### config.mk
export PLATFORM = sky130hd
export DESIGN_NAME = cair_regs
export DESIGN_NICKNAME = d
export VERILOG_FILES = /design/src/shared/cair_pkg.sv /design/src/design/cair_queue.sv /design/src/design/cair_regs.sv
export VERILOG_INCLUDE_DIRS = /design/src /design/src/shared
export SDC_FILE = /design/constraint.sdc
export NUM_CORES = 1
export LEC_CHECK = 0
export BUFFER_PORTS_ARGS = -buffer_cell sky130_fd_sc_hd__buf_2
export CAP_MARGIN = 20
export CORE_MARGIN = 5
export CORE_UTILIZATION = 40
export DETAILED_ROUTE_END_ITERATION = 10
export GPL_TIMING_DRIVEN = 1
export PLACE_DENSITY = 0.7
export SLEW_MARGIN = 10
export SYNTH_ARGS = -nofsm -noshare
export SYNTH_HDL_FRONTEND = slang
export SYNTH_SLANG_ARGS = --single-unit
### constraint.sdc
create_clock -name clk_i -period 10.4 [get_ports clk_i]
set_input_delay 2.08 -clock clk_i [delete_from_list [all_inputs] [get_ports clk_i]]
set_output_delay 2.08 -clock clk_i [all_outputs]
set_load 0.03 [all_outputs]
### src/shared/cair_params.svh
`ifndef CAIR_PARAMS_SVH
`define CAIR_PARAMS_SVH
`define CAIR_BYTE_W 8
`define CAIR_WORD_W 16
`define CAIR_EXT_W 20
`define CAIR_QUEUE_DEPTH 4
`define CAIR_QUEUE_MIN 3
`define CAIR_CNT_W 3
`define CAIR_PTR_W 2
`define CAIR_RST_BYTE 8'h00
`define CAIR_RST_WORD 16'h0000
`define CAIR_RST_EXT 20'h00000
`define CAIR_HI_LSB 8
`define CAIR_CNT_ONE 3'h1
`define CAIR_PTR_ONE 2'h1
`define CAIR_PTR_TWO 2'h2
`define CAIR_ADDR_ONE 16'h0001
`endif

### src/shared/cair_pkg.sv
`include "cair_params.svh"
package cair_pkg;
  typedef enum logic [2:0] {
    CAIR_SEL_HI = 3'h0,
    CAIR_SEL_LO = 3'h1,
    CAIR_SEL_LONG = 3'h2,
    CAIR_SEL_P1 = 3'h3,
    CAIR_SEL_P2 = 3'h4
  } cair_sel_e;
  typedef enum logic [1:0] {
    CAIR_OFS_CONST = 2'h0,
    CAIR_OFS_HI = 2'h1,
    CAIR_OFS_LO = 2'h2,
    CAIR_OFS_LONG = 2'h3
  } cair_ofs_e;
  typedef struct packed {
    logic we;
    cair_sel_e sel;
    logic [`CAIR_WORD_W-1:0] data;
  } cair_wr_s;
  typedef struct packed {
    logic req;
    logic use_second;
    cair_ofs_e ofs_sel;
    logic [`CAIR_WORD_W-1:0] konst;
  } cair_ea_s;
  typedef struct packed {
    logic [`CAIR_BYTE_W-1:0] hi;
    logic [`CAIR_BYTE_W-1:0] lo;
    logic [`CAIR_WORD_W-1:0] p1;
    logic [`CAIR_WORD_W-1:0] p2;
    logic [`CAIR_EXT_W-1:0] ext;
    logic [`CAIR_WORD_W-1:0] ea;
    logic ea_vld;
    logic [`CAIR_BYTE_W-1:0] mem_b0;
    logic [`CAIR_BYTE_W-1:0] mem_b1;
    logic [`CAIR_WORD_W-1:0] mem_a1;
    logic [`CAIR_WORD_W-1:0] mem_a0;
    logic [`CAIR_WORD_W-1:0] rd;
    logic rdy;
  } cair_state_s;
endpackage

### src/design/cair_queue.sv
`timescale 1ns/1ps
`default_nettype none
`include "cair_params.svh"
module cair_queue (
  input wire logic clk_i,
  input wire logic rst_i,
  input wire logic push_i,
  input wire logic [`CAIR_BYTE_W-1:0] push_byte_i,
  input wire logic [`CAIR_CNT_W-1:0] pop_n_i,
  output logic [`CAIR_CNT_W-1:0] count_o,
  output logic [`CAIR_BYTE_W-1:0] head0_o,
  output logic [`CAIR_BYTE_W-1:0] head1_o,
  output logic [`CAIR_BYTE_W-1:0] head2_o
);
  logic [`CAIR_BYTE_W-1:0] mem_r [`CAIR_QUEUE_DEPTH];
  logic [`CAIR_PTR_W-1:0] rd_r, wr_r;
  logic [`CAIR_CNT_W-1:0] cnt_r;
  logic [`CAIR_CNT_W-1:0] pop_eff;
  logic push_ok;
  // Pops never exceed what is held; pushes are dropped only when full with no pop in that cycle
  assign pop_eff = (pop_n_i > cnt_r) ? cnt_r : pop_n_i;
  assign push_ok = push_i && (cnt_r - pop_eff < `CAIR_CNT_W'(`CAIR_QUEUE_DEPTH));
  always_ff @(posedge clk_i) begin
    if (rst_i) begin
      rd_r <= '0;
      wr_r <= '0;
      cnt_r <= '0;
    end else begin
      if (push_ok) begin
        mem_r[wr_r] <= push_byte_i;
        wr_r <= wr_r + `CAIR_PTR_ONE;
      end
      rd_r <= rd_r + pop_eff[`CAIR_PTR_W-1:0];
      cnt_r <= cnt_r - pop_eff + (push_ok ? `CAIR_CNT_ONE : '0);
    end
  end
  always_ff @(posedge clk_i) begin
    head0_o <= mem_r[rd_r + pop_eff[`CAIR_PTR_W-1:0]];
    head1_o <= mem_r[rd_r + pop_eff[`CAIR_PTR_W-1:0] + `CAIR_PTR_ONE];
    head2_o <= mem_r[rd_r + pop_eff[`CAIR_PTR_W-1:0] + `CAIR_PTR_TWO];
  end
  assign count_o = cnt_r;
endmodule // cair_queue
`default_nettype wire

### src/design/cair_regs.sv
`timescale 1ns/1ps
`default_nettype none
`include "cair_params.svh"
// How it works
// - Two 8-bit accumulators hold operands, results
// - Long register joins both accumulators, 16 bits
// - Effective address: pointer plus constant or accumulator
// - Pointers load and store as plain data
// - No memory-mapped access; instruction ports only
// - 16-bit paths plus 20-bit extended register
// - Queue keeps three code bytes ready
// - Instruction length consumed up to the bytes held, no padding
// - Words to memory: high byte lower address
module cair_regs (
  input wire logic clk_i,
  input wire logic rst_i,
  input wire cair_pkg::cair_wr_s wr_i,
  input wire cair_pkg::cair_sel_e rd_sel_i,
  input wire logic ext_we_i,
  input wire logic [`CAIR_EXT_W-1:0] ext_data_i,
  input wire cair_pkg::cair_ea_s ea_i,
  input wire logic st_req_i,
  input wire logic [`CAIR_WORD_W-1:0] st_addr_i,
  input wire logic fetch_vld_i,
  input wire logic [`CAIR_BYTE_W-1:0] fetch_byte_i,
  input wire logic insn_start_i,
  input wire logic [`CAIR_CNT_W-1:0] insn_len_i,
  output logic [`CAIR_WORD_W-1:0] rd_data_o,
  output logic [`CAIR_EXT_W-1:0] ext_o,
  output logic [`CAIR_WORD_W-1:0] ea_o,
  output logic ea_vld_o,
  output logic [`CAIR_BYTE_W-1:0] mem_b0_o,
  output logic [`CAIR_BYTE_W-1:0] mem_b1_o,
  output logic [`CAIR_WORD_W-1:0] mem_a0_o,
  output logic [`CAIR_WORD_W-1:0] mem_a1_o,
  output logic insn_ready_o,
  output logic [`CAIR_BYTE_W-1:0] code0_o,
  output logic [`CAIR_BYTE_W-1:0] code1_o,
  output logic [`CAIR_BYTE_W-1:0] code2_o
);
  import cair_pkg::*;
  cair_state_s st_r, st_nxt;
  logic [`CAIR_WORD_W-1:0] long_val, base, ofs, st_val;
  logic [`CAIR_CNT_W-1:0] q_cnt, pop_n, pop_clip;
  // Registers live only behind these instruction ports
  assign long_val = {st_r.hi, st_r.lo};
  always_comb begin
    st_nxt = st_r;
    base = ea_i.use_second ? st_r.p2 : st_r.p1;
    unique case (ea_i.ofs_sel)
      CAIR_OFS_CONST: ofs = ea_i.konst;
      CAIR_OFS_HI: ofs = {`CAIR_BYTE_W'(0), st_r.hi};
      CAIR_OFS_LO: ofs = {`CAIR_BYTE_W'(0), st_r.lo};
      CAIR_OFS_LONG: ofs = long_val;
    endcase
    st_nxt.ea = base + ofs;
    st_nxt.ea_vld = ea_i.req;
    if (wr_i.we) begin
      unique case (wr_i.sel)
        CAIR_SEL_HI: st_nxt.hi = wr_i.data[`CAIR_BYTE_W-1:0];
        CAIR_SEL_LO: st_nxt.lo = wr_i.data[`CAIR_BYTE_W-1:0];
        CAIR_SEL_LONG: begin
          st_nxt.hi = wr_i.data[`CAIR_WORD_W-1:`CAIR_HI_LSB];
          st_nxt.lo = wr_i.data[`CAIR_HI_LSB-1:0];
        end
        CAIR_SEL_P1: st_nxt.p1 = wr_i.data;
        CAIR_SEL_P2: st_nxt.p2 = wr_i.data;
        default: ;
      endcase
    end
    if (ext_we_i) begin
      st_nxt.ext = ext_data_i;
    end
    unique case (rd_sel_i)
      CAIR_SEL_HI: st_nxt.rd = {`CAIR_BYTE_W'(0), st_r.hi};
      CAIR_SEL_LO: st_nxt.rd = {`CAIR_BYTE_W'(0), st_r.lo};
      CAIR_SEL_LONG: st_nxt.rd = long_val;
      CAIR_SEL_P1: st_nxt.rd = st_r.p1;
      CAIR_SEL_P2: st_nxt.rd = st_r.p2;
      default: st_nxt.rd = '0;
    endcase
    unique case (rd_sel_i)
      CAIR_SEL_P1: st_val = st_r.p1;
      CAIR_SEL_P2: st_val = st_r.p2;
      default: st_val = long_val;
    endcase
    if (st_req_i) begin
      st_nxt.mem_b0 = st_val[`CAIR_WORD_W-1:`CAIR_HI_LSB];
      st_nxt.mem_b1 = st_val[`CAIR_HI_LSB-1:0];
      st_nxt.mem_a0 = st_addr_i;
      st_nxt.mem_a1 = st_addr_i + `CAIR_ADDR_ONE;
    end
    // Clipped pop, else an over-long length wraps the count upward
    st_nxt.rdy = (q_cnt - pop_clip) >= `CAIR_CNT_W'(`CAIR_QUEUE_MIN);
  end
  always_ff @(posedge clk_i) begin
    if (rst_i) begin
      st_r <= '0;
    end else begin
      st_r <= st_nxt;
    end
  end
  // Consume the instruction length, clipped to the bytes held, odd or single byte
  assign pop_n = insn_start_i ? insn_len_i : '0;
  assign pop_clip = (pop_n > q_cnt) ? q_cnt : pop_n;
  cair_queue u_queue (
    .clk_i(clk_i),
    .rst_i(rst_i),
    .push_i(fetch_vld_i),
    .push_byte_i(fetch_byte_i),
    .pop_n_i(pop_n),
    .count_o(q_cnt),
    .head0_o(code0_o),
    .head1_o(code1_o),
    .head2_o(code2_o)
  );
  assign rd_data_o = st_r.rd;
  assign ext_o = st_r.ext;
  assign ea_o = st_r.ea;
  assign ea_vld_o = st_r.ea_vld;
  assign mem_b0_o = st_r.mem_b0;
  assign mem_b1_o = st_r.mem_b1;
  assign mem_a0_o = st_r.mem_a0;
  assign mem_a1_o = st_r.mem_a1;
  assign insn_ready_o = st_r.rdy;

  property p_long_write;
    @(posedge clk_i) disable iff (rst_i)
      (wr_i.we && wr_i.sel == CAIR_SEL_LONG) |=> (long_val == $past(wr_i.data));
  endproperty
  a_long_write: assert property (p_long_write) else $error("long write lost");
  property p_hi_hold;
    @(posedge clk_i) disable iff (rst_i)
      (wr_i.we && wr_i.sel == CAIR_SEL_LO) |=> (st_r.hi == $past(st_r.hi));
  endproperty
  a_hi_hold: assert property (p_hi_hold) else $error("high byte disturbed");
  property p_long_read;
    @(posedge clk_i) disable iff (rst_i)
      (rd_sel_i == CAIR_SEL_LONG) |=> (rd_data_o == $past(long_val));
  endproperty
  a_long_read: assert property (p_long_read) else $error("long read wrong");
  property p_ea_sum;
    @(posedge clk_i) disable iff (rst_i)
      (ea_i.req && !ea_i.use_second && ea_i.ofs_sel == CAIR_OFS_CONST)
        |=> ea_vld_o && (ea_o == $past(st_r.p1) + $past(ea_i.konst));
  endproperty
  a_ea_sum: assert property (p_ea_sum) else $error("address sum wrong");
  property p_ptr_store;
    @(posedge clk_i) disable iff (rst_i)
      (wr_i.we && wr_i.sel == CAIR_SEL_P2) ##1 (!wr_i.we && rd_sel_i == CAIR_SEL_P2)
        |=> (rd_data_o == $past(wr_i.data, 2));
  endproperty
  a_ptr_store: assert property (p_ptr_store) else $error("pointer data lost");
  property p_ext_load;
    @(posedge clk_i) disable iff (rst_i) ext_we_i |=> (ext_o == $past(ext_data_i));
  endproperty
  a_ext_load: assert property (p_ext_load) else $error("wide register lost");
  property p_ready;
    @(posedge clk_i) disable iff (rst_i)
      insn_ready_o |-> (q_cnt >= `CAIR_CNT_W'(`CAIR_QUEUE_MIN));
  endproperty
  a_ready: assert property (p_ready) else $error("ready without three bytes");
  property p_pop;
    @(posedge clk_i) disable iff (rst_i)
      (insn_start_i && !fetch_vld_i && q_cnt >= insn_len_i)
        |=> (q_cnt == $past(q_cnt) - $past(insn_len_i));
  endproperty
  a_pop: assert property (p_pop) else $error("length not consumed");
  property p_big_end;
    @(posedge clk_i) disable iff (rst_i)
      st_req_i |=> (mem_b0_o == $past(st_val[`CAIR_WORD_W-1:`CAIR_HI_LSB]))
        && (mem_a1_o == mem_a0_o + `CAIR_ADDR_ONE);
  endproperty
  a_big_end: assert property (p_big_end) else $error("byte order wrong");
  property p_lo_hold;
    @(posedge clk_i) disable iff (rst_i)
      (wr_i.we && wr_i.sel == CAIR_SEL_HI) |=> (st_r.lo == $past(st_r.lo));
  endproperty
  a_lo_hold: assert property (p_lo_hold) else $error("low byte disturbed");
  property p_lo_write;
    @(posedge clk_i) disable iff (rst_i)
      (wr_i.we && wr_i.sel == CAIR_SEL_LO) |=> (st_r.lo == $past(wr_i.data[`CAIR_BYTE_W-1:0]));
  endproperty
  a_lo_write: assert property (p_lo_write) else $error("low byte write lost");
  property p_long_split;
    @(posedge clk_i) disable iff (rst_i)
      (wr_i.we && wr_i.sel == CAIR_SEL_LONG)
        |=> (st_r.hi == $past(wr_i.data[`CAIR_WORD_W-1:`CAIR_HI_LSB]))
          && (st_r.lo == $past(wr_i.data[`CAIR_HI_LSB-1:0]));
  endproperty
  a_long_split: assert property (p_long_split) else $error("long halves swapped");
  property p_ea_long;
    @(posedge clk_i) disable iff (rst_i)
      (ea_i.req && ea_i.use_second && ea_i.ofs_sel == CAIR_OFS_LONG)
        |=> ea_vld_o && (ea_o == $past(st_r.p2) + $past(long_val));
  endproperty
  a_ea_long: assert property (p_ea_long) else $error("long offset sum wrong");
  property p_ea_byte;
    @(posedge clk_i) disable iff (rst_i)
      (ea_i.req && !ea_i.use_second && ea_i.ofs_sel == CAIR_OFS_LO)
        |=> ea_vld_o && (ea_o == $past(st_r.p1) + {`CAIR_BYTE_W'(0), $past(st_r.lo)});
  endproperty
  a_ea_byte: assert property (p_ea_byte) else $error("byte offset sum wrong");
  property p_ea_pulse;
    @(posedge clk_i) disable iff (rst_i) !ea_i.req |=> !ea_vld_o;
  endproperty
  a_ea_pulse: assert property (p_ea_pulse) else $error("address valid without request");
  property p_p1_load;
    @(posedge clk_i) disable iff (rst_i)
      (wr_i.we && wr_i.sel == CAIR_SEL_P1) |=> (st_r.p1 == $past(wr_i.data));
  endproperty
  a_p1_load: assert property (p_p1_load) else $error("first pointer load lost");
  property p_ext_hold;
    @(posedge clk_i) disable iff (rst_i) !ext_we_i |=> (ext_o == $past(ext_o));
  endproperty
  a_ext_hold: assert property (p_ext_hold) else $error("wide register drifted");
  property p_ready_drop;
    @(posedge clk_i) disable iff (rst_i)
      (insn_start_i && insn_len_i >= q_cnt) |=> !insn_ready_o;
  endproperty
  a_ready_drop: assert property (p_ready_drop) else $error("ready after queue drained");
  property p_store_low;
    @(posedge clk_i) disable iff (rst_i)
      st_req_i |=> (mem_b1_o == $past(st_val[`CAIR_HI_LSB-1:0]))
        && (mem_a0_o == $past(st_addr_i));
  endproperty
  a_store_low: assert property (p_store_low) else $error("low byte address wrong");
  property p_store_hold;
    @(posedge clk_i) disable iff (rst_i)
      !st_req_i |=> $stable(mem_b0_o) && $stable(mem_b1_o) && $stable(mem_a0_o);
  endproperty
  a_store_hold: assert property (p_store_hold) else $error("store staging drifted");
endmodule // cair_regs
`default_nettype wire

==> results of run 1 <==
[metrics by stage]
stage / worst slack (ns) / power, mW / hold slack, ns / utilization (%) / area [sq um]
2_1_floorplan: 5.00 / 1.53 / 0.446 / - / 10100
3_3_place_gp: 4.58 / 1.64 / 0.455 / 42.7 / 10700
3_5_place_dp: 4.41 / 1.65 / 0.461 / 42.7 / 10700
4_1_cts: 4.93 / 2.50 / 0.470 / 45.9 / 11500
5_1_grt: 4.90 / 2.59 / 0.490 / 46.0 / 11500
6_report: 5.15 / 2.47 / 0.472 / 46.0 / 11500
[sequential cells by signal (all words and copies together) (netlist names), 3 cells and up]
signal           cells
u_queue.head2_o      8
u_queue.mem_r       32
u_queue.count_o      3
u_queue.head1_o      8
long_val            16
mem_a1_o            16
ea_o                16
mem_b1_o             8
st_r                32
mem_b0_o             8
ext_o               20
rd_data_o           16
u_queue.head0_o      8
mem_a0_o            16
[worst register-to-register path: cells and delay by family, from the launching register on]
kind	cells	cell delay [ns]
fa+ha+maj	3	0.96
simple gates	4	0.88
buf+inv	4	0.45
flops	1	0.31
mux	1	0.30
compound gates	2	0.56
[cell type report]
| type | count | area, sq um |
|---|---|---|
| clock inverters | 10 | 108 |
| fillers | 2416 | 13600 |
| diodes | 1 | 2.50 |
| repair buffers | 231 | 1170 |
| clock buffers | 32 | 683 |
| flip-flops and latches | 213 | 4580 |
| well taps | 330 | 413 |
| inverters | 20 | 75.1 |
| multi-input cells | 631 | 4510 |
[final timing paths]
path / start / end / slack, ns / depth (start not counted)
worst max-delay path: insn_start_i / u_queue.mem_r[1][2]$_DFFE_PP_ / 5.15 / 15
worst min register to register: st_r[114]$_SDFFE_PP0P_ / st_r[114]$_SDFFE_PP0P_ / 0.47 / 2
worst max register to register: u_queue.count_o[2]$_SDFF_PP0_ / u_queue.mem_r[1][2]$_DFFE_PP_ / 6.65 / 14
worst min-delay path: st_r[114]$_SDFFE_PP0P_ / st_r[114]$_SDFFE_PP0P_ / 0.47 / 2
[layer usage]
| metal | vias to the layer above | GRT usage (%) |
|---|---|---|
| met3 | 39 | 3.52 |
| met4 | 0 | 4.90 |
| li1 | 3735 | - |
| met5 | - | 0 |
| met1 | 3673 | 23.5 |
| met2 | 292 | 27.5 |
[cells by family after synthesis]
group,share of synthesized area (%)
AOI/OAI and AO/OA,12.6
xor gates and xnor gates,1.90
adders and majority gates,3.60
buffers and inverters,10.5
DFF,45.2
muxes,13.4
and+or+nand+nor,12.8
[report_power, final]
| part | internal (mW) | switching (mW) |
|---|---|---|
| Clock | 0.510 | 0.330 |
| Sequential | 0.937 | 0.0421 |
| Combinational | 0.277 | 0.375 |
| Total | 1.72 | 0.747 |
[cell usage after synthesis, types with 2 or more instances]
library cell and n:
mux2_4 2, a21o_1 3, fa_1 2, nor2_1 94
a211oi_1 17, nand3_1 10, a22oi_1 25, mux2_2 18
buf_4 102, a21boi_0 2, nand4b_1 2, buf_2 7
nor3_1 11, inv_1 18, clkbuf_1 38, mux2i_1 56
nor3b_1 5, o21bai_1 2, a31oi_1 2, and4_1 3
nor2_2 2, o21ai_0 19, mux4_2 16, o21a_1 2
dfxtp_1 181, nand2_1 121, nor2b_1 14, nand2b_1 7
a22o_1 7, ha_1 26, edfxtp_1 32, xor2_1 10
a21oi_1 73, buf_1 7, and2_1 5, nand4_1 7
xnor2_1 7, or3_1 3, o211ai_1 2, o221ai_1 9
a311oi_1 19, mux4_1 8
==> impl_metrics.yaml, run 1 <==
power:
  peakVddDrop_mv: 0.167
  p_per_area_nw_per_um2: 214
  p_leak_nw: 4.87
global_routing:
  grt_pass1_vias: 7279
  grt_max_degree: 77
  overflow: 0
  grtUsageTotal_pct: 17.1
  antenna_found_initial: 1
  grt_pass1_wl_um: 39900
clocking:
  clock_latency_ns: 0.52
  clk_path_buf_depth: 3
  cts_made_buffers: 24
  clk_pin_slew_ns: 0.06
  post-cts-setup-buffers: 0
  cts_resized: 0
  cts.sinks: 213
  cts_tree: "built"
  cts-htree-levels: 1
  cts-hold-fix-buffers: 0
  cts_root_buf: "clkbuf_16"
timing:
  skew_ns: 0.0191
  setup_viol: 0
  setup-tns-final_ns: 0
  min_period_over_period_pct: 50.5
  worstMarginPinSlew_ns: 1.11
  drv_slew: 0
  rsz0062_at_grt: "false"
  fmax_ghz: 0.190
  period_needed_ns: 5.25
  relSlewSlack_pct: 26.0
  hold_violations: 0
drt:
  top_layer: "met4"
  wl_met3_um: 1890
  drt-met1-wl_um: 11200
  wl_um: 25700
  firstDrtPassIters: 6
  drtAntennaViolNets: 0
  num_vias: 7739
  drt-initial-drc-count: 666
  via_per_inst: 5.27
  drc: 0
  wire_per_inst_um: 17.5
  dr_wl_met2_um: 12000
logic_synthesis:
  syn_inst: 1020
  synthArstFlopShare_pct: 0
  ys_top_cells_by_area: "dfxtp_1 36%, edfxtp_1 9.5%, buf_4 7.5%, mux2i_1 5.5%, nand2_1 4.5%"
  synth.avg_cell_area_sq_um: 9.94
  yosysWarningCount: 0
  synth_top_area_share_pct: 35.7
  ys_seq_elements: 213
  synth_edf_count: 32
  synth_cell_types: 66
  syn_nets: 1144
  yosysSeqAreaShare_pct: 45.2
  synth_area_leader_cell: "dfxtp_1"
  syn_area_sq_um: 10100
  ys.flop_type: "dfxtp_1"
critical_path:
  crit_fanout: 5
  critPathSlowestCell: "nor3b_1"
  crit_family: "simple AND/OR/NAND/NOR gates"
  worstPathArrival_ns: 5.46
  crit_path_start_kind: "input pin"
  cp-end-kind: "flop"
  cp.required_ns: 10.61
  critPathKind: "input pin to flop"
  critPathBufInv: 4
  max_stage_delay_ns: 0.58
  worstPathCellList: "buf_2, and2_1, ha_1, inv_1, o41a_1, nand2_1, nand2_1, o21ai_0, ha_1, inv_1, fa_1, nand2b_1, mux2_4, nor3b_1, clkbuf_2"
floorplan:
  dieArea_sq_um: 28600
  ios: 222
  start_util_pct: 40.4
  die_w_um: 169
  core_area_sq_um: 25100
  row_count: 58
  die_h_um: 169
worst_hold_path:
  hp-class: "flop to flop"
cells_and_area:
  layout_commonest_cell: "buf_2"
  num-nets-final: 1245
  area_delta_synth_final_pct: 13.9
  drive_gt1_share_pct: 27.8
  instances_no_fill: 1468
  final_cell_mix: "223 x buf_2, 181 x dfxtp_1, 121 x nand2_1"
placement:
  port_buffers: 221
  dp.cells: 1420
  gp_congestion: 0.869
  hpwlAfterDp_um: 18800
run_status:
  status: "completed"
job:
  drv_cap: 0
Power figures use the tool's default switching activity.
==> run 2, diff against run 1 <==
==> constraint.sdc (replaced) <==
create_clock -name clk_i -period 5.4 [get_ports clk_i]
set_input_delay 1.08 -clock clk_i [delete_from_list [all_inputs] [get_ports clk_i]]
set_output_delay 1.08 -clock clk_i [all_outputs]
set_load 0.03 [all_outputs]
==> run 2 against run 1 <==
Critical path depth is 3 higher. Register-to-register slack worse by 4.7 ns. Via count is 0.57% lower. Setup slack worse by 3.7 ns. Sequential share of layout area is 0.10 points lower. Critical path type unchanged. Non-clock buffer count stayed put. Die area stayed put. Clock skew is 0.00066 ns lower. Combinational power is 95% higher. Routed wire length is 1.6% higher. Hold slack worse by 0.0017 ns.
==> impl_metrics.yaml, run 2 (synthesis results as in run 1) <==
run_status:
  status: "completed"
timing:
  period_needed_ns: 3.91
  fmax_ghz: 0.256
  setup_viol: 0
  rsz0062_at_grt: "false"
  hold_violations: 0
  relSlewSlack_pct: 25.3
  worstMarginPinSlew_ns: 1.11
  skew_ns: 0.0185
  hold-worst-slack_ns: 0.470
  drv_slew: 0
  setup-tns-final_ns: 0
  min_period_over_period_pct: 72.4
floorplan:
  start_util_pct: 40.4
  dieArea_sq_um: 28600
  die_h_um: 169
  core_area_sq_um: 25100
  ios: 222
  die_w_um: 169
  row_count: 58
cells_and_area:
  instances_no_fill: 1470
  fillers: 2395
  num-nets-final: 1246
  multiInputGateArea_sq_um: 4510
  final_cell_mix: "221 x buf_2, 181 x dfxtp_1, 121 x nand2_1"
  drive_gt1_share_pct: 27.7
  register_area_sq_um: 4580
  area_delta_synth_final_pct: 14.2
  finish.utilization_pct: 46.1
  layout_commonest_cell: "buf_2"
critical_path:
  cp_common_cell: "ha_1"
  max_stage_delay_ns: 0.44
  critPathKind: "input pin to flop"
  critPathSlowestCell: "o41a_1"
  crit_family: "adder cells"
  startpoint: "insn_start_i"
  r2r_start: "u_queue.count_o[2]$_SDFF_PP0_"
  cp.required_ns: 5.79
  r2r-end: "u_queue.count_o[2]$_SDFF_PP0_"
  worstPathCellList: "buf_2, and2_1, ha_1, inv_1, o41a_1, nand2_1, nand2_1, o21ai_0, ha_1, inv_1, fa_1, nand2b_1, mux2_4, inv_2, ha_1, ha_1, nor2_1, mux2_2"
  crit_fanout: 5
  r2r_setup_slack_ns: 2.00
  cp-end-kind: "flop"
  crit_path_start_kind: "input pin"
  r2r_cells: 17
  worstPathArrival_ns: 4.30
  critPathBufInv: 4
drt:
  drtAntennaViolNets: 0
  wl_um: 26100
  via_per_inst: 5.23
  drc: 0
  num_vias: 7695
  drt-initial-drc-count: 549
  firstDrtPassIters: 5
  wire_per_inst_um: 17.8
power:
  switchingPower_mw: 1.46
  p_per_area_nw_per_um2: 415
  switching_share_pct: 30.4
  seqPwrFrac_pct: 39.2
  power.internal_mw: 3.35
  p_leak_nw: 4.87
  power_frac_comb_pct: 26.3
  peakVddDrop_mv: 0.345
  pwr-share-clk_pct: 34.5
clocking:
  clock_latency_ns: 0.52
  cts.sinks: 213
  post-cts-setup-buffers: 0
  clk_pin_slew_ns: 0.06
  cts_resized: 0
  clk_path_buf_depth: 3
  cts-hold-fix-buffers: 0
  cts_made_buffers: 25
  cts-htree-levels: 1
  cts_root_buf: "clkbuf_16"
  cts_tree: "built"
global_routing:
  overflow: 0
  grt_pass1_vias: 7382
  grt_pass1_wl_um: 40400
  antenna_found_initial: 1
  grt_max_degree: 61
  grtUsageTotal_pct: 17.4
worst_hold_path:
  hp-start: "st_r[114]$_SDFFE_PP0P_"
  hp-class: "flop to flop"
  holdPathEnd: "st_r[114]$_SDFFE_PP0P_"
  hold_path_depth: 2
placement:
  port_buffers: 221
  gp_congestion: 0.855
  hpwlAfterDp_um: 19300
  dp.cells: 1424
job:
  drv_cap: 0
[run 2: cell types whose count changed in the layout (fill, tap and decap cells not counted)]
cell / delta
clkbuf_8: -2
clkbuf_2: -3
clkbuf_1: +1
buf_2: -2
bufinv_16: +1
clkinv_2: -1
clkinv_1: +2
inv_6: +1
clkinvlp_4: +1
buf_4: +4
[run 2: tightest hold or removal path, delay by kind of cell, from the launching register on]
family / cells / cell delay (ns)
DFF: 1 / 0.32
AOI/OAI and AO/OA: 1 / 0.05
and+or+nand+nor: 1 / 0.05
[run 2: routing by layer]
layer  vias to the layer above  part of all wire, %  track usage, %
met3                        45                  7.7            3.28
met2                       291                   47            28.9
met5                         -                    0               0
li1                       3731                    -               -
met4                         0                  3.1            5.36
met1                      3628                   42            23.0
[run 2: metrics by stage]
| step | setup slack, ns | power [mW] | cell area, sq um |
|---|---|---|---|
| floorplan | 0.999 | 2.94 | 10100 |
| global placement | 1.04 | 3.16 | 10800 |
| detailed placement | 0.948 | 3.20 | 10800 |
| CTS | 1.49 | 4.87 | 11600 |
| global route | 1.34 | 5.04 | 11600 |
| finish | 1.49 | 4.81 | 11600 |
[run 2: worst max-delay path by stage]
| stage | to | slack (ns) | cells past startpoint |
|---|---|---|---|
| detailed placement | u_queue.count_o[2]$_SDFF_PP0_ | 0.95 | 18 |
| global placement | u_queue.count_o[2]$_SDFF_PP0_ | 1.04 | 18 |
| global route | u_queue.count_o[2]$_SDFF_PP0_ | 1.34 | 18 |
| finish | u_queue.count_o[2]$_SDFF_PP0_ | 1.49 | 18 |
| CTS | u_queue.count_o[2]$_SDFF_PP0_ | 1.49 | 18 |
| floorplan | u_queue.mem_r[1][0]$_DFFE_PP_ | 1.0 | 13 |
[run 2: final cells by class]
cell class              count  share of cell area (%)
inverters                  20                   0.648
clock inverters            14                    1.35
multi-input cells         631                    39.0
clock buffers              30                    5.65
flip-flops and latches    213                    39.6
diodes                      1                  0.0216
repair buffers            231                    10.2
well taps                 330                    3.57
[run 2: power by group through the flow]
stage / Clock [mW] / Sequential, mW / Combinational [mW]
global placement: 0 / 1.91 / 1.24
detailed placement: 0 / 1.92 / 1.28
floorplan: 0 / 2.10 / 0.834
finish: 1.66 / 1.89 / 1.27
CTS: 1.70 / 1.89 / 1.28
global route: 1.77 / 1.91 / 1.37
